<file path="config.mk">
export PLATFORM = sky130hd
export DESIGN_NAME = cpap_dev_flat
export DESIGN_NICKNAME = d
export VERILOG_FILES = /design/src/rtl/cpap_pkg.sv /design/src/rtl/cpap_if.sv /design/src/rtl/cpap_dev.sv /design/src/rtl/cpap_wide_reg.sv /design/src/flat_wrapper.sv
export SDC_FILE = /design/constraint.sdc
export NUM_CORES = 2
export LEC_CHECK = 0
export BUFFER_PORTS_ARGS = -buffer_cell sky130_fd_sc_hd__buf_2
export CORE_MARGIN = 2
export CORE_UTILIZATION = 50
export DETAILED_ROUTE_END_ITERATION = 12
export GPL_TIMING_DRIVEN = 0
export PLACE_DENSITY = 0.75
export SLEW_MARGIN = 40
export SYNTH_ARGS = -nofsm -noshare
export SYNTH_HDL_FRONTEND = slang
export SYNTH_SLANG_ARGS = --single-unit
</file>
<file path="constraint.sdc">
create_clock -name mclk_in -period 32.5 [get_ports mclk_in]
set_input_delay 4.875 -clock mclk_in [delete_from_list [all_inputs] [get_ports mclk_in]]
set_output_delay 4.875 -clock mclk_in [all_outputs]
set_load 0.1 [all_outputs]
</file>
<file path="src/rtl/cpap_pkg.sv">
package cpap_pkg;
  // ==========================================================
  // Register file geometry
  localparam int unsigned NUM_WREGS = 32;
  localparam int unsigned WREG_AW = 5;
  localparam logic [4:0] PTR_FIRST_LO = 5'h1A;
  localparam logic [4:0] PTR_SECOND_LO = 5'h1C;
  localparam logic [4:0] PTR_THIRD_LO = 5'h1E;
  // ==========================================================
  // I/O offsets of the support registers
  localparam logic [11:0] OFS_CHANGE_PROTECT_KEY = 12'h004;
  localparam logic [11:0] OFS_DIRECT_EXT = 12'h008;
  localparam logic [11:0] OFS_FIRST_EXT = 12'h009;
  localparam logic [11:0] OFS_SECOND_EXT = 12'h00A;
  localparam logic [11:0] OFS_THIRD_EXT = 12'h00B;
  localparam logic [11:0] OFS_JUMP_EXT = 12'h00C;
  // Temporary bytes for multi-byte peripheral access
  localparam logic [11:0] OFS_TEMP0 = 12'h010;
  localparam logic [11:0] OFS_TEMP1 = 12'h011;
  localparam logic [11:0] OFS_TEMP2 = 12'h012;
  // ==========================================================
  // Keys, status bits, reset values, timing
  localparam logic [7:0] KEY_INSTR_UNLOCK = 8'h9D;
  localparam logic [7:0] KEY_IO_UNLOCK = 8'hD8;
  localparam int unsigned BIT_IO_UNLOCK = 0;
  localparam int unsigned BIT_INSTR_UNLOCK = 1;
  localparam logic [7:0] RST_BYTE = 8'h00;
  localparam logic [2:0] UNLOCK_CYCLES = 3'h4;
  // Implemented extension bits (memory span dependent)
  localparam logic [7:0] DATA_EXT_MASK = 8'hFF;
  localparam logic [7:0] JUMP_EXT_MASK = 8'hFF;
  // ==========================================================
  // Register file access patterns
  typedef enum logic [3:0] {
    CPAP_ACC_B1_R8 = 4'h1,
    CPAP_ACC_B2_R8 = 4'h2,
    CPAP_ACC_B2_R16 = 4'h4,
    CPAP_ACC_W1_R16 = 4'h8
  } cpap_acc_t;
  // Pointer update modes
  typedef enum logic [2:0] {
    CPAP_PTR_DISP = 3'h1,
    CPAP_PTR_INC = 3'h2,
    CPAP_PTR_DEC = 3'h4
  } cpap_ptrmode_t;
  // Address source for the memory side
  typedef enum logic [5:0] {
    CPAP_AS_PTR_DATA = 6'h01,
    CPAP_AS_DIRECT = 6'h02,
    CPAP_AS_PLOAD = 6'h04,
    CPAP_AS_XPLOAD = 6'h08,
    CPAP_AS_PSTORE = 6'h10,
    CPAP_AS_JUMP = 6'h20
  } cpap_asrc_t;
endpackage : cpap_pkg

</file>
<file path="src/rtl/cpap_if.sv">
`timescale 1ns/1ps
// ==========================================================
// Pipeline to support-logic link
interface cpap_if;
  logic [4:0] rd_a;
  logic [4:0] rd_b;
  logic [7:0] op_a;
  logic [7:0] op_b;
  logic [15:0] op_w;
  logic wr_en;
  cpap_pkg::cpap_acc_t acc;
  logic [4:0] wr_sel;
  logic [15:0] wr_data;
  logic mem_go;
  cpap_pkg::cpap_asrc_t asrc;
  logic [1:0] ptr_sel;
  cpap_pkg::cpap_ptrmode_t pmode;
  logic [5:0] disp;
  logic [15:0] direct_op;
  logic [23:0] mem_addr;
  logic io_we;
  logic io_re;
  logic [11:0] io_addr;
  logic [7:0] io_wdata;
  logic [7:0] io_rdata;
  logic io_hit;
  logic dmem_we;
  logic sleep_exec;
  logic pstore_exec;
  logic pload_exec;
  logic io_unlock;
  logic instr_unlock;
  logic irq_block;
  modport dev (
    input rd_a, rd_b, wr_en, acc, wr_sel, wr_data, mem_go, asrc, ptr_sel, pmode,
    input disp, direct_op, io_we, io_re, io_addr, io_wdata, dmem_we,
    input sleep_exec, pstore_exec, pload_exec,
    output op_a, op_b, op_w, mem_addr, io_rdata, io_hit, io_unlock, instr_unlock,
    output irq_block
  );
  modport cpu (
    output rd_a, rd_b, wr_en, acc, wr_sel, wr_data, mem_go, asrc, ptr_sel, pmode,
    output disp, direct_op, io_we, io_re, io_addr, io_wdata, dmem_we,
    output sleep_exec, pstore_exec, pload_exec,
    input op_a, op_b, op_w, mem_addr, io_rdata, io_hit, io_unlock, instr_unlock,
    input irq_block
  );
endinterface : cpap_if

</file>
<file path="src/rtl/cpap_dev.sv">
`timescale 1ns/1ps
module cpap_dev (
  input wire logic mclk_in,
  input wire logic rst_in,
  input wire logic ce_in,
  cpap_if.dev bus,
  input wire logic [11:0] periph_addr_in,
  input wire logic [31:0] periph_hw_in,
  output logic [31:0] periph_value_out
);
  typedef struct packed {
    logic [31:0][7:0] wregs;
    logic [7:0] direct_ext;
    logic [7:0] first_ext;
    logic [7:0] second_ext;
    logic [7:0] third_ext;
    logic [7:0] jump_ext;
    logic [23:0] temp;
    logic io_unlock_mode;
    logic instr_unlock;
    logic [2:0] unlock_cnt;
    logic [23:0] mem_addr;
  } cpap_dev_st_t;
  cpap_dev_st_t st_reg;
  cpap_dev_st_t st_next;
  logic periph_we;
  logic periph_re;
  logic [7:0] periph_rdata;
  logic [23:0] periph_temp;
  logic periph_temp_we;

  // ==========================================================
  // Helpers
  function automatic logic [15:0] ptr_of(input cpap_dev_st_t s, input logic [1:0] sel);
    logic [4:0] lo;
    lo = (sel == 2'h0) ? cpap_pkg::PTR_FIRST_LO :
         (sel == 2'h1) ? cpap_pkg::PTR_SECOND_LO : cpap_pkg::PTR_THIRD_LO;
    return {s.wregs[lo + 5'h1], s.wregs[lo]};
  endfunction : ptr_of

  function automatic logic [7:0] ext_of(input cpap_dev_st_t s, input logic [1:0] sel);
    return (sel == 2'h0) ? s.first_ext : (sel == 2'h1) ? s.second_ext : s.third_ext;
  endfunction : ext_of

  // ==========================================================
  // Peripheral register sharing the temporary bytes
  wire periph_sel = bus.io_addr[11:2] == periph_addr_in[11:2];
  assign periph_we = bus.io_we && periph_sel;
  assign periph_re = bus.io_re && periph_sel;
  wire [1:0] periph_byte = bus.io_addr[1:0] - periph_addr_in[1:0];
  cpap_wide_reg u_wide (
    .mclk_in(mclk_in),
    .rst_in(rst_in),
    .ce_in(ce_in),
    .we_in(periph_we),
    .re_in(periph_re),
    .byte_in(periph_byte),
    .wdata_in(bus.io_wdata),
    .temp_in(st_reg.temp),
    .hw_value_in(periph_hw_in),
    .value_out(periph_value_out),
    .rdata_out(periph_rdata),
    .temp_out(periph_temp),
    .temp_we_out(periph_temp_we)
  );

  // ==========================================================
  // Operand read ports, combinational for single-cycle access
  // single-cycle reads
  always_comb begin
    bus.op_a = st_reg.wregs[bus.rd_a];
    bus.op_b = st_reg.wregs[bus.rd_b];
    bus.op_w = {st_reg.wregs[{bus.rd_a[4:1], 1'b1}], st_reg.wregs[{bus.rd_a[4:1], 1'b0}]};
  end

  // I/O read mux
  always_comb begin
    bus.io_hit = 1'b1;
    unique case (bus.io_addr)
      cpap_pkg::OFS_CHANGE_PROTECT_KEY: bus.io_rdata = {6'h00, st_reg.instr_unlock,
                                                       st_reg.io_unlock_mode};
      cpap_pkg::OFS_DIRECT_EXT: bus.io_rdata = st_reg.direct_ext;
      cpap_pkg::OFS_FIRST_EXT: bus.io_rdata = st_reg.first_ext;
      cpap_pkg::OFS_SECOND_EXT: bus.io_rdata = st_reg.second_ext;
      cpap_pkg::OFS_THIRD_EXT: bus.io_rdata = st_reg.third_ext;
      cpap_pkg::OFS_JUMP_EXT: bus.io_rdata = st_reg.jump_ext;
      cpap_pkg::OFS_TEMP0: bus.io_rdata = st_reg.temp[7:0];
      cpap_pkg::OFS_TEMP1: bus.io_rdata = st_reg.temp[15:8];
      cpap_pkg::OFS_TEMP2: bus.io_rdata = st_reg.temp[23:16];
      default: begin
        bus.io_rdata = periph_rdata;
        bus.io_hit = periph_sel;
      end
    endcase
  end

  assign bus.mem_addr = st_reg.mem_addr;
  assign bus.io_unlock = st_reg.io_unlock_mode;
  assign bus.instr_unlock = st_reg.instr_unlock;
  assign bus.irq_block = st_reg.io_unlock_mode | st_reg.instr_unlock;

  // ==========================================================
  // Next-state logic
  always_comb begin
    logic [15:0] ptr;
    logic [15:0] upd;
    logic [4:0] lo;
    st_next = st_reg;
    ptr = ptr_of(st_reg, bus.ptr_sel);
    upd = ptr;
    lo = (bus.ptr_sel == 2'h0) ? cpap_pkg::PTR_FIRST_LO :
         (bus.ptr_sel == 2'h1) ? cpap_pkg::PTR_SECOND_LO : cpap_pkg::PTR_THIRD_LO;
    // Result writeback; no data memory path into the file
    if (bus.wr_en) begin
      unique case (bus.acc)
        cpap_pkg::CPAP_ACC_B1_R8, cpap_pkg::CPAP_ACC_B2_R8: begin
          st_next.wregs[bus.wr_sel] = bus.wr_data[7:0];
        end
        cpap_pkg::CPAP_ACC_B2_R16, cpap_pkg::CPAP_ACC_W1_R16: begin
          st_next.wregs[{bus.wr_sel[4:1], 1'b0}] = bus.wr_data[7:0];
          st_next.wregs[{bus.wr_sel[4:1], 1'b1}] = bus.wr_data[15:8];
        end
        default: ;
      endcase
    end
    // Memory address formation
    if (bus.mem_go) begin
      unique case (bus.asrc)
        cpap_pkg::CPAP_AS_PTR_DATA: begin
          unique case (bus.pmode)
            cpap_pkg::CPAP_PTR_DISP: ptr = ptr + {10'h000, bus.disp};
            cpap_pkg::CPAP_PTR_INC: upd = ptr + 16'h0001;
            cpap_pkg::CPAP_PTR_DEC: begin
              upd = ptr - 16'h0001;
              ptr = upd;
            end
            default: ;
          endcase
          st_next.mem_addr = {ext_of(st_reg, bus.ptr_sel), ptr};
          st_next.wregs[lo] = upd[7:0];
          st_next.wregs[lo + 5'h1] = upd[15:8];
        end
        cpap_pkg::CPAP_AS_DIRECT: st_next.mem_addr = {st_reg.direct_ext, bus.direct_op};
        // plain load ignores extension; third pointer
        cpap_pkg::CPAP_AS_PLOAD: st_next.mem_addr = {8'h00, ptr_of(st_reg, 2'h2)};
        cpap_pkg::CPAP_AS_XPLOAD, cpap_pkg::CPAP_AS_PSTORE: begin
          st_next.mem_addr = {st_reg.third_ext, ptr_of(st_reg, 2'h2)};
        end
        cpap_pkg::CPAP_AS_JUMP: st_next.mem_addr = {st_reg.jump_ext, ptr_of(st_reg, 2'h2)};
        default: ;
      endcase
    end
    // Unlock window countdown; caller acts within four cycles
    if (st_reg.unlock_cnt != 3'h0) begin
      st_next.unlock_cnt = st_reg.unlock_cnt - 3'h1;
      if (st_reg.unlock_cnt == 3'h1) begin
        st_next.io_unlock_mode = 1'b0;
        st_next.instr_unlock = 1'b0;
      end
    end
    if (bus.io_we || bus.dmem_we || bus.pstore_exec || bus.pload_exec || bus.sleep_exec) begin
      st_next.io_unlock_mode = 1'b0;
    end
    if (bus.dmem_we || bus.sleep_exec) begin
      st_next.instr_unlock = 1'b0;
    end
    // I/O register writes
    if (bus.io_we) begin
      unique case (bus.io_addr)
        cpap_pkg::OFS_CHANGE_PROTECT_KEY: begin
          // key decode; any other key closes both unlocks and clears the count
          st_next.io_unlock_mode = bus.io_wdata == cpap_pkg::KEY_IO_UNLOCK;
          st_next.instr_unlock = bus.io_wdata == cpap_pkg::KEY_INSTR_UNLOCK;
          st_next.unlock_cnt = (st_next.io_unlock_mode | st_next.instr_unlock) ?
                               cpap_pkg::UNLOCK_CYCLES : 3'h0;
        end
        cpap_pkg::OFS_DIRECT_EXT: st_next.direct_ext = bus.io_wdata & cpap_pkg::DATA_EXT_MASK;
        cpap_pkg::OFS_FIRST_EXT: st_next.first_ext = bus.io_wdata & cpap_pkg::DATA_EXT_MASK;
        cpap_pkg::OFS_SECOND_EXT: st_next.second_ext = bus.io_wdata & cpap_pkg::DATA_EXT_MASK;
        cpap_pkg::OFS_THIRD_EXT: st_next.third_ext = bus.io_wdata & cpap_pkg::DATA_EXT_MASK;
        cpap_pkg::OFS_JUMP_EXT: st_next.jump_ext = bus.io_wdata & cpap_pkg::JUMP_EXT_MASK;
        cpap_pkg::OFS_TEMP0: st_next.temp[7:0] = bus.io_wdata;
        cpap_pkg::OFS_TEMP1: st_next.temp[15:8] = bus.io_wdata;
        cpap_pkg::OFS_TEMP2: st_next.temp[23:16] = bus.io_wdata;
        default: ;
      endcase
    end
    if (periph_temp_we) begin
      st_next.temp = periph_temp;
    end
  end

  // State register
  always_ff @(posedge mclk_in or posedge rst_in) begin
    if (rst_in) begin
      st_reg <= '0;
    end else if (ce_in) begin
      st_reg <= st_next;
    end
  end
endmodule : cpap_dev

</file>
<file path="src/rtl/cpap_wide_reg.sv">
`timescale 1ns/1ps
// ==========================================================
// Peripheral-side 32-bit register with atomic byte access
module cpap_wide_reg (
  input wire logic mclk_in,
  input wire logic rst_in,
  input wire logic ce_in,
  input wire logic we_in,
  input wire logic re_in,
  input wire logic [1:0] byte_in,
  input wire logic [7:0] wdata_in,
  input wire logic [23:0] temp_in,
  input wire logic [31:0] hw_value_in,
  output logic [31:0] value_out,
  output logic [7:0] rdata_out,
  output logic [23:0] temp_out,
  output logic temp_we_out
);
  typedef struct packed {
    logic [31:0] value;
  } cpap_wide_st_t;
  cpap_wide_st_t st_reg;
  cpap_wide_st_t st_next;

  // Writes land in temp until the top byte commits all four at once
  always_comb begin
    st_next = st_reg;
    temp_out = temp_in;
    temp_we_out = 1'b0;
    rdata_out = 8'h00;
    if (we_in) begin
      if (byte_in == 2'h3) begin
        st_next.value = {wdata_in, temp_in};
      end else begin
        temp_out[8*byte_in +: 8] = wdata_in;
        temp_we_out = 1'b1;
      end
    end
    if (re_in) begin
      if (byte_in == 2'h0) begin
        // Snapshot upper bytes so later reads stay coherent
        rdata_out = hw_value_in[7:0];
        temp_out = hw_value_in[31:8];
        temp_we_out = 1'b1;
      end else begin
        rdata_out = temp_in[8*(byte_in-2'h1) +: 8];
      end
    end
  end

  // State register
  always_ff @(posedge mclk_in or posedge rst_in) begin
    if (rst_in) begin
      st_reg <= '0;
    end else if (ce_in) begin
      st_reg <= st_next;
    end
  end
  assign value_out = st_reg.value;
endmodule : cpap_wide_reg

</file>
<file path="src/flat_wrapper.sv">
// flat-port wrapper written by rule: the top's interface ports become plain ports
module cpap_dev_flat 
  (mclk_in, rst_in, ce_in, periph_addr_in, periph_hw_in, periph_value_out, bus_rd_a, bus_rd_b, bus_wr_en, bus_acc, bus_wr_sel, bus_wr_data, bus_mem_go, bus_asrc, bus_ptr_sel, bus_pmode, bus_disp, bus_direct_op, bus_io_we, bus_io_re, bus_io_addr, bus_io_wdata, bus_dmem_we, bus_sleep_exec, bus_pstore_exec, bus_pload_exec, bus_op_a, bus_op_b, bus_op_w, bus_mem_addr, bus_io_rdata, bus_io_hit, bus_io_unlock, bus_instr_unlock, bus_irq_block);
  cpap_if bus_i ();
  input wire logic mclk_in;
  input wire logic rst_in;
  input wire logic ce_in;
  input wire logic [11:0] periph_addr_in;
  input wire logic [31:0] periph_hw_in;
  output logic [31:0] periph_value_out;
  input wire logic [$bits(bus_i.rd_a)-1:0] bus_rd_a;
  input wire logic [$bits(bus_i.rd_b)-1:0] bus_rd_b;
  input wire logic [$bits(bus_i.wr_en)-1:0] bus_wr_en;
  input wire logic [$bits(bus_i.acc)-1:0] bus_acc;
  input wire logic [$bits(bus_i.wr_sel)-1:0] bus_wr_sel;
  input wire logic [$bits(bus_i.wr_data)-1:0] bus_wr_data;
  input wire logic [$bits(bus_i.mem_go)-1:0] bus_mem_go;
  input wire logic [$bits(bus_i.asrc)-1:0] bus_asrc;
  input wire logic [$bits(bus_i.ptr_sel)-1:0] bus_ptr_sel;
  input wire logic [$bits(bus_i.pmode)-1:0] bus_pmode;
  input wire logic [$bits(bus_i.disp)-1:0] bus_disp;
  input wire logic [$bits(bus_i.direct_op)-1:0] bus_direct_op;
  input wire logic [$bits(bus_i.io_we)-1:0] bus_io_we;
  input wire logic [$bits(bus_i.io_re)-1:0] bus_io_re;
  input wire logic [$bits(bus_i.io_addr)-1:0] bus_io_addr;
  input wire logic [$bits(bus_i.io_wdata)-1:0] bus_io_wdata;
  input wire logic [$bits(bus_i.dmem_we)-1:0] bus_dmem_we;
  input wire logic [$bits(bus_i.sleep_exec)-1:0] bus_sleep_exec;
  input wire logic [$bits(bus_i.pstore_exec)-1:0] bus_pstore_exec;
  input wire logic [$bits(bus_i.pload_exec)-1:0] bus_pload_exec;
  output wire logic [$bits(bus_i.op_a)-1:0] bus_op_a;
  output wire logic [$bits(bus_i.op_b)-1:0] bus_op_b;
  output wire logic [$bits(bus_i.op_w)-1:0] bus_op_w;
  output wire logic [$bits(bus_i.mem_addr)-1:0] bus_mem_addr;
  output wire logic [$bits(bus_i.io_rdata)-1:0] bus_io_rdata;
  output wire logic [$bits(bus_i.io_hit)-1:0] bus_io_hit;
  output wire logic [$bits(bus_i.io_unlock)-1:0] bus_io_unlock;
  output wire logic [$bits(bus_i.instr_unlock)-1:0] bus_instr_unlock;
  output wire logic [$bits(bus_i.irq_block)-1:0] bus_irq_block;
  assign bus_i.rd_a = bus_rd_a;
  assign bus_i.rd_b = bus_rd_b;
  assign bus_i.wr_en = bus_wr_en;
  assign bus_i.acc = bus_acc;
  assign bus_i.wr_sel = bus_wr_sel;
  assign bus_i.wr_data = bus_wr_data;
  assign bus_i.mem_go = bus_mem_go;
  assign bus_i.asrc = bus_asrc;
  assign bus_i.ptr_sel = bus_ptr_sel;
  assign bus_i.pmode = bus_pmode;
  assign bus_i.disp = bus_disp;
  assign bus_i.direct_op = bus_direct_op;
  assign bus_i.io_we = bus_io_we;
  assign bus_i.io_re = bus_io_re;
  assign bus_i.io_addr = bus_io_addr;
  assign bus_i.io_wdata = bus_io_wdata;
  assign bus_i.dmem_we = bus_dmem_we;
  assign bus_i.sleep_exec = bus_sleep_exec;
  assign bus_i.pstore_exec = bus_pstore_exec;
  assign bus_i.pload_exec = bus_pload_exec;
  assign bus_op_a = bus_i.op_a;
  assign bus_op_b = bus_i.op_b;
  assign bus_op_w = bus_i.op_w;
  assign bus_mem_addr = bus_i.mem_addr;
  assign bus_io_rdata = bus_i.io_rdata;
  assign bus_io_hit = bus_i.io_hit;
  assign bus_io_unlock = bus_i.io_unlock;
  assign bus_instr_unlock = bus_i.instr_unlock;
  assign bus_irq_block = bus_i.irq_block;
  cpap_dev u_core (.mclk_in(mclk_in), .rst_in(rst_in), .ce_in(ce_in), .bus(bus_i), .periph_addr_in(periph_addr_in), .periph_hw_in(periph_hw_in), .periph_value_out(periph_value_out));
endmodule
</file>
## Word level (Yosys, flattened, before mapping)

Cells that the tools add are included.

| operators by class | value |
|---|---|
| bitwise gates (word level) | 2 |
| mux-type cells | 64 |
| shift-type cells | 3 |
| reduce and logical (&&, ||, !) cells | 34 |
| equal/unequal tests | 28 |
| $lt $le $gt $ge | 14 |
| $add $sub $neg | 8 |

Operators by type and width:

| operator | count |
|---|---|
| $bwmux W256 | 5 |
| $mux W256 | 3 |
| $pmux W256 S2 | 1 |
| $bmux W8 S5 | 4 |
| $mux W8 | 18 |
| $demux W8 S5 | 3 |
| $mux W24 | 5 |
| $pmux W24 S5 | 1 |
| $pmux W8 S9 | 1 |
| $bmux W8 S4 | 2 |
| $demux W8 S4 | 2 |
| $pmux W16 S2 | 2 |
| $eq A12 B4 Y1 const B | 5 |
| $lt A5 B6 Y1 const B | 9 |
| $eq A12 B5 Y1 const B | 3 |
| $neg A5 Y34 | 1 |
| $shift A8 B34 Y24 const A | 1 |
| $shiftx A8 B34 Y24 | 1 |
| $shiftx A24 B33 Y8 | 1 |
| $mux W16 | 2 |
| $reduce_and A3 Y1 | 10 |
| $mux W29 | 1 |
| $ge A5 B1 Y1 const B | 5 |
| $bwmux W24 | 1 |
| 38 further kinds | 66 |

| storage, ports and cells | value |
|---|---|
| output and inout bits | 100 |
| logic and storage cells | 198 |
| input bits | 143 |
| register bits after elaboration | 381 |

## Logic depth before layout (Yosys ltp)

| logic depth | value |
|---|---|
| depth after elaboration | 14 |
| gate-level depth with buffers | 15 |
| mapped depth without buffers | 13 |

## Modules after synthesis

A second synthesis with hierarchy kept.

| unflattened totals | value |
|---|---|
| cells, all modules | 2477 |
| area, all modules | 26299.0 sq um |

By module, submodules not included:

| module | cells each | sequential area each (sq um) | area each (sq um) | instances |
|---|---|---|---|---|
| cpap_dev | 2262 | 8733.4 | 24193.2 | 1 |
| cpap_wide_reg | 215 | 800.8 | 2105.8 | 1 |

## Least setup slack after synthesis

No wires, ideal clock.

| timing path | value |
|---|---|
| path kind | input to output |
| start point | in bus_io_addr[0] |
| end point | out bus_io_rdata[4] |
| cell stages on the path | 12 |
| path buffers | 2 |
| arrival | 9.143 ns |
| slack | 18.482 ns |
| required time | 27.625 ns |
| cells stage by stage | clkbuf_1 inv_1 ha_1 xnor2_1 xnor2_1 ha_1 clkbuf_1 nor2_1 a21oi_1 nor2_1 a21oi_1 o21ai_0 |

| between the ends | value |
|---|---|
| longest elaborated chain between the ends | 6 |
| elaborated cells on any way between the ends | 16 |
| classes of those cells | add/sub (2); eq/ne (9); shift (1); mux (3); reduce/logical (1) |

Ends and longest elaborated chain:

| item | line | text |
|---|---|---|
| start: declaration | flat_wrapper.sv:25 | `input wire logic [$bits(bus_i.io_addr)-1:0] bus_io_addr;` |
| $sub A2 B2 Y2 | cpap_dev.sv:50 | `wire [1:0] periph_byte = bus.io_addr[1:0] - periph_addr_in[1:0];` |
| $sub A2 B1 Y3 | cpap_wide_reg.sv:46 | `rdata_out = temp_in[8*(byte_in-2'h1) +: 8];` |
| $shiftx A24 B33 Y8 | cpap_wide_reg.sv:46 |  |
| $mux W8 | cpap_wide_reg.sv:40 | `if (byte_in == 2'h0) begin` |
| $mux W8 | cpap_wide_reg.sv:39 | `if (re_in) begin` |
| $pmux W8 S9 (*) | cpap_dev.sv:79 | `unique case (bus.io_addr)` |
| end: declaration | flat_wrapper.sv:35 | `output wire logic [$bits(bus_i.io_rdata)-1:0] bus_io_rdata;` |

Every way passes the cells marked *; elsewhere a longest branch is shown, timed or not.

## Worst setup path after layout

| timing path | value |
|---|---|
| start point | in bus_io_addr[0] |
| end point | out bus_io_rdata[1] |

Same word-level chain as after synthesis.

==> summary.txt <==
Run status
  – Status: finished, final reports clean

Cells and area
  – Commonest non-fill, non-tap cell in the layout: dfrtp_1
  – Nets@finish: 3,054
  – Fraction of layout cells with a size suffix above 1: 27.7%
  – Synth-to-Final Area Change: 14.5%
  – Most frequent cells in the layout: dfrtp_1 (381), nand2_1 (294), buf_2 (256)

Route
  – DR DRC count: 0
  – Vias per inst: 6.99
  – Drt wl/cell: 29.3 um
  – DRT iter0 DRCs: 3,575
  – First-pass detailed-route iteration total: 10
  – Antenna Violating Nets Remaining: 0
  – Via Count: 25,300
  – Final wirelength: 106 mm

Clocking
  – Clock insertion delay at the later pin of the skew report: 0.60 ns
  – Post-CTS sizing: 0
  – Setup Fix Bufs, Post-CTS: 0
  – CTS tree: done
  – Clock sink total: 381
  – Maximum root-to-sink buffer count: 3
  – Hold Buf Count CTS: 0
  – CTS root buffer: clkbuf_16
  – Reg clk slew, reported paths: 0.06 ns
  – H-Tree Depth: 2
  – Num CTS Buffers: 46

Setup path
  – WP depth: 13
  – Critical path's top delay family: buffers and inverters
  – Crit path from: bus_io_addr[0]
  – CP Max Fanout: 10
  – Critical register-to-register path startpoint: u_core.st_reg[319]
  – CP cell instances: clkbuf_1 -> inv_1 -> ha_1 -> xnor2_1 -> xnor2_1 -> ha_1 -> clkbuf_1 -> nor2_1 -> a21oi_1 -> nor2_1 -> a21oi_1 -> o21ai_0 -> buf_2
  – CP endpoint kind: output pin
  – Crit path buf inv count: 4
  – Cell count of the worst reg-to-reg path: 12
  – Slowest-stage cell, CP: nor2_1
  – CP Class: input pin to output pin
  – Worst setup SP type: input pin
  – Critical path required time: 27.62 ns
  – CP Data Arrival Time: 8.50 ns
  – Crit-path max cell delay: 0.49 ns

STA
  – Hold slack: 0.484 ns
  – Setup violators final: 0
  – Max Clock Skew: 0.00983 ns
  – Final-report max-slew violation count: 0
  – Final Hold Vio Count: 0
  – Fin crit period: 13.38 ns
  – Period utilization: 41.2%
  – Worst-margin pin slew: 0.913 ns
  – Post-Route Setup TNS: 0 ns
  – RSZ-0062 raised after global routing: no
  – Rel. slew slack: 39.2%
  – Fmax: 0.0747 GHz

Worst hold path
  – Hold Crit Depth: 1
  – Min-delay worst type: flop to flop
  – Min-Delay Startpoint: u_core.u_wide.value_out[10]

Die
  – Die X: 233 um
  – CORE AREA: 52,200 um^2
  – Initial core utilization: 50.3%
  – Cell row count: 84
  – Die Y: 233 um
  – Die area: 54,400 um^2
  – # IOs: 243

Pwr
  – Leakage: 12.8 nW
  – Pwr dens: 49.9 nW/um^2
  – Worst VDD drop: 0.0000396 V

Logic synthesis
  – Post-synth EDFFs: 0
  – Area contributors post-synth: dfrtp_1 (36%), mux4_2 (15%), mux2_2 (8.2%)
  – Most used DFF post-synth: dfrtp_1
  – Syn Inst Count: 2,623
  – YS warnings: 0
  – Syn Area/Cell: 10.0 um^2
  – Post-synthesis net count: 2,783
  – #FFs+latches synth: 381
  – Netlist cell types: 84
  – Post-synthesis sequential area ratio: 36.3%
  – Top-area cell type share of the netlist area: 36.3%
  – Synth area leader: dfrtp_1
  – Post-synth ARST share: 100%
  – Post-Synthesis Cell Area: 26,300 um^2

Placed design
  – Port Buffer Count: 218
  – Hpwl dp: 80.3 mm
  – Routability congestion estimate: 1.11

GRT
  – Global-route wire length before repair: 156 mm
  – Initial antenna violation count: 7
  – Total track usage: 39.0%
  – Maximum number of pins on one net before global-route repair: 78
  – GR Overflow Total: 0
  – Vias in the first global route: 24,200

Job
  – # Max-Cap Violations: 0
[per-layer routing]
layer / part of all wire, % / wire length, um / vias to the layer above / global-route usage, %
met4: 4.8 / 5130 / 6 / 16.7
met1: 37 / 39100 / 12500 / 51.6
met3: 16 / 16900 / 366 / 16.2
met2: 42 / 45200 / 1969 / 56.0
li1: - / - / 10500 / -
met5: 0.038 / 40 / - / 0
[layout make-up]
type                       count  area, um^2
fill                        4509       22100
antenna                        6        15.0
inverter                      24        97.6
timing repair buffer         223        1230
clock buffer                  64        1330
clock inverter                20         278
buffer                       234        1080
multi-input combinational   1984       15700
sequential                   381        9530
tap                          688         861
[synth_stat cells (31+ instances only)]
| library cell | instances |
|---|---|
| nor2_1 | 208 |
| mux2i_1 | 104 |
| nand3_1 | 64 |
| o22ai_1 | 42 |
| clkbuf_1 | 147 |
| buf_2 | 34 |
| mux4_2 | 178 |
| nand2_1 | 294 |
| a31oi_1 | 31 |
| o21ai_0 | 186 |
| buf_4 | 31 |
| a21oi_1 | 210 |
| dfrtp_1 | 381 |
| mux2_2 | 192 |
| a22oi_1 | 46 |
| nor3_1 | 38 |
[worst register-to-register path: stages, from the launching register on]
cell	delay, ns
dfrtp_1	0.54
mux2i_1	0.17
o21ai_1	0.40
clkbuf_1	0.38
ha_1	0.23
and3_1	0.21
o21ai_0	0.09
o21ai_0	0.35
nand3_1	0.40
nand3b_1	0.32
mux2i_1	0.15
nor2_1	0.17
o22ai_1	0.10
[where the power goes]
group          switching, mW  internal, mW  leakage, nW
combinational          0.265         0.128         6.77
sequential            0.0455         0.508         5.22
clock                  0.223         0.334        0.792
total                  0.534         0.970         12.8
[per-stage QoR]
stage | setup WS [ns] | power (mW) | util, % | cells | area, um^2
2_1_floorplan | 17.04 | 0.834 | - | 2623 | 26300
3_3_place_gp | 12.88 | 0.930 | 54.1 | 3529 | 28300
3_5_place_dp | 19.29 | 0.941 | 54.4 | 3534 | 28400
4_1_cts | 19.29 | 1.49 | 57.5 | 3618 | 30000
5_1_grt | 19.01 | 1.55 | 57.6 | 3620 | 30100
6_report | 19.12 | 1.50 | 57.7 | 3624 | 30100
[logic make-up (layout without fill, tap and decap cells)]
kind of cell | Yosys count | in the layout | synth area share, %
AO/OA/AOI/OAI | 702 | 702 | 16.4
XOR/XNOR | 39 | 39 | 1.30
adder cells (fa/ha/maj) | 18 | 18 | 0.852
buffers and inverters | 258 | 565 | 4.39
flip-flops | 381 | 381 | 36.3
multiplexers | 483 | 483 | 27.8
other | 0 | 6 | 0
AND/OR/NAND/NOR | 742 | 742 | 13.0
[worst paths after layout]
kind                                                    end  slack, ns
worst max-delay path                        bus_io_rdata[1]      19.12
worst min-delay path            u_core.u_wide.value_out[10]       0.48
worst max register to register      u_core.bus.mem_addr[12]      28.82
worst min register to register  u_core.u_wide.value_out[10]       0.48
max in group asynchronous           u_core.bus.mem_addr[11]      26.66
min in group asynchronous        asynchronous set/reset pin       4.31
(Power assumes the default switching activity.)
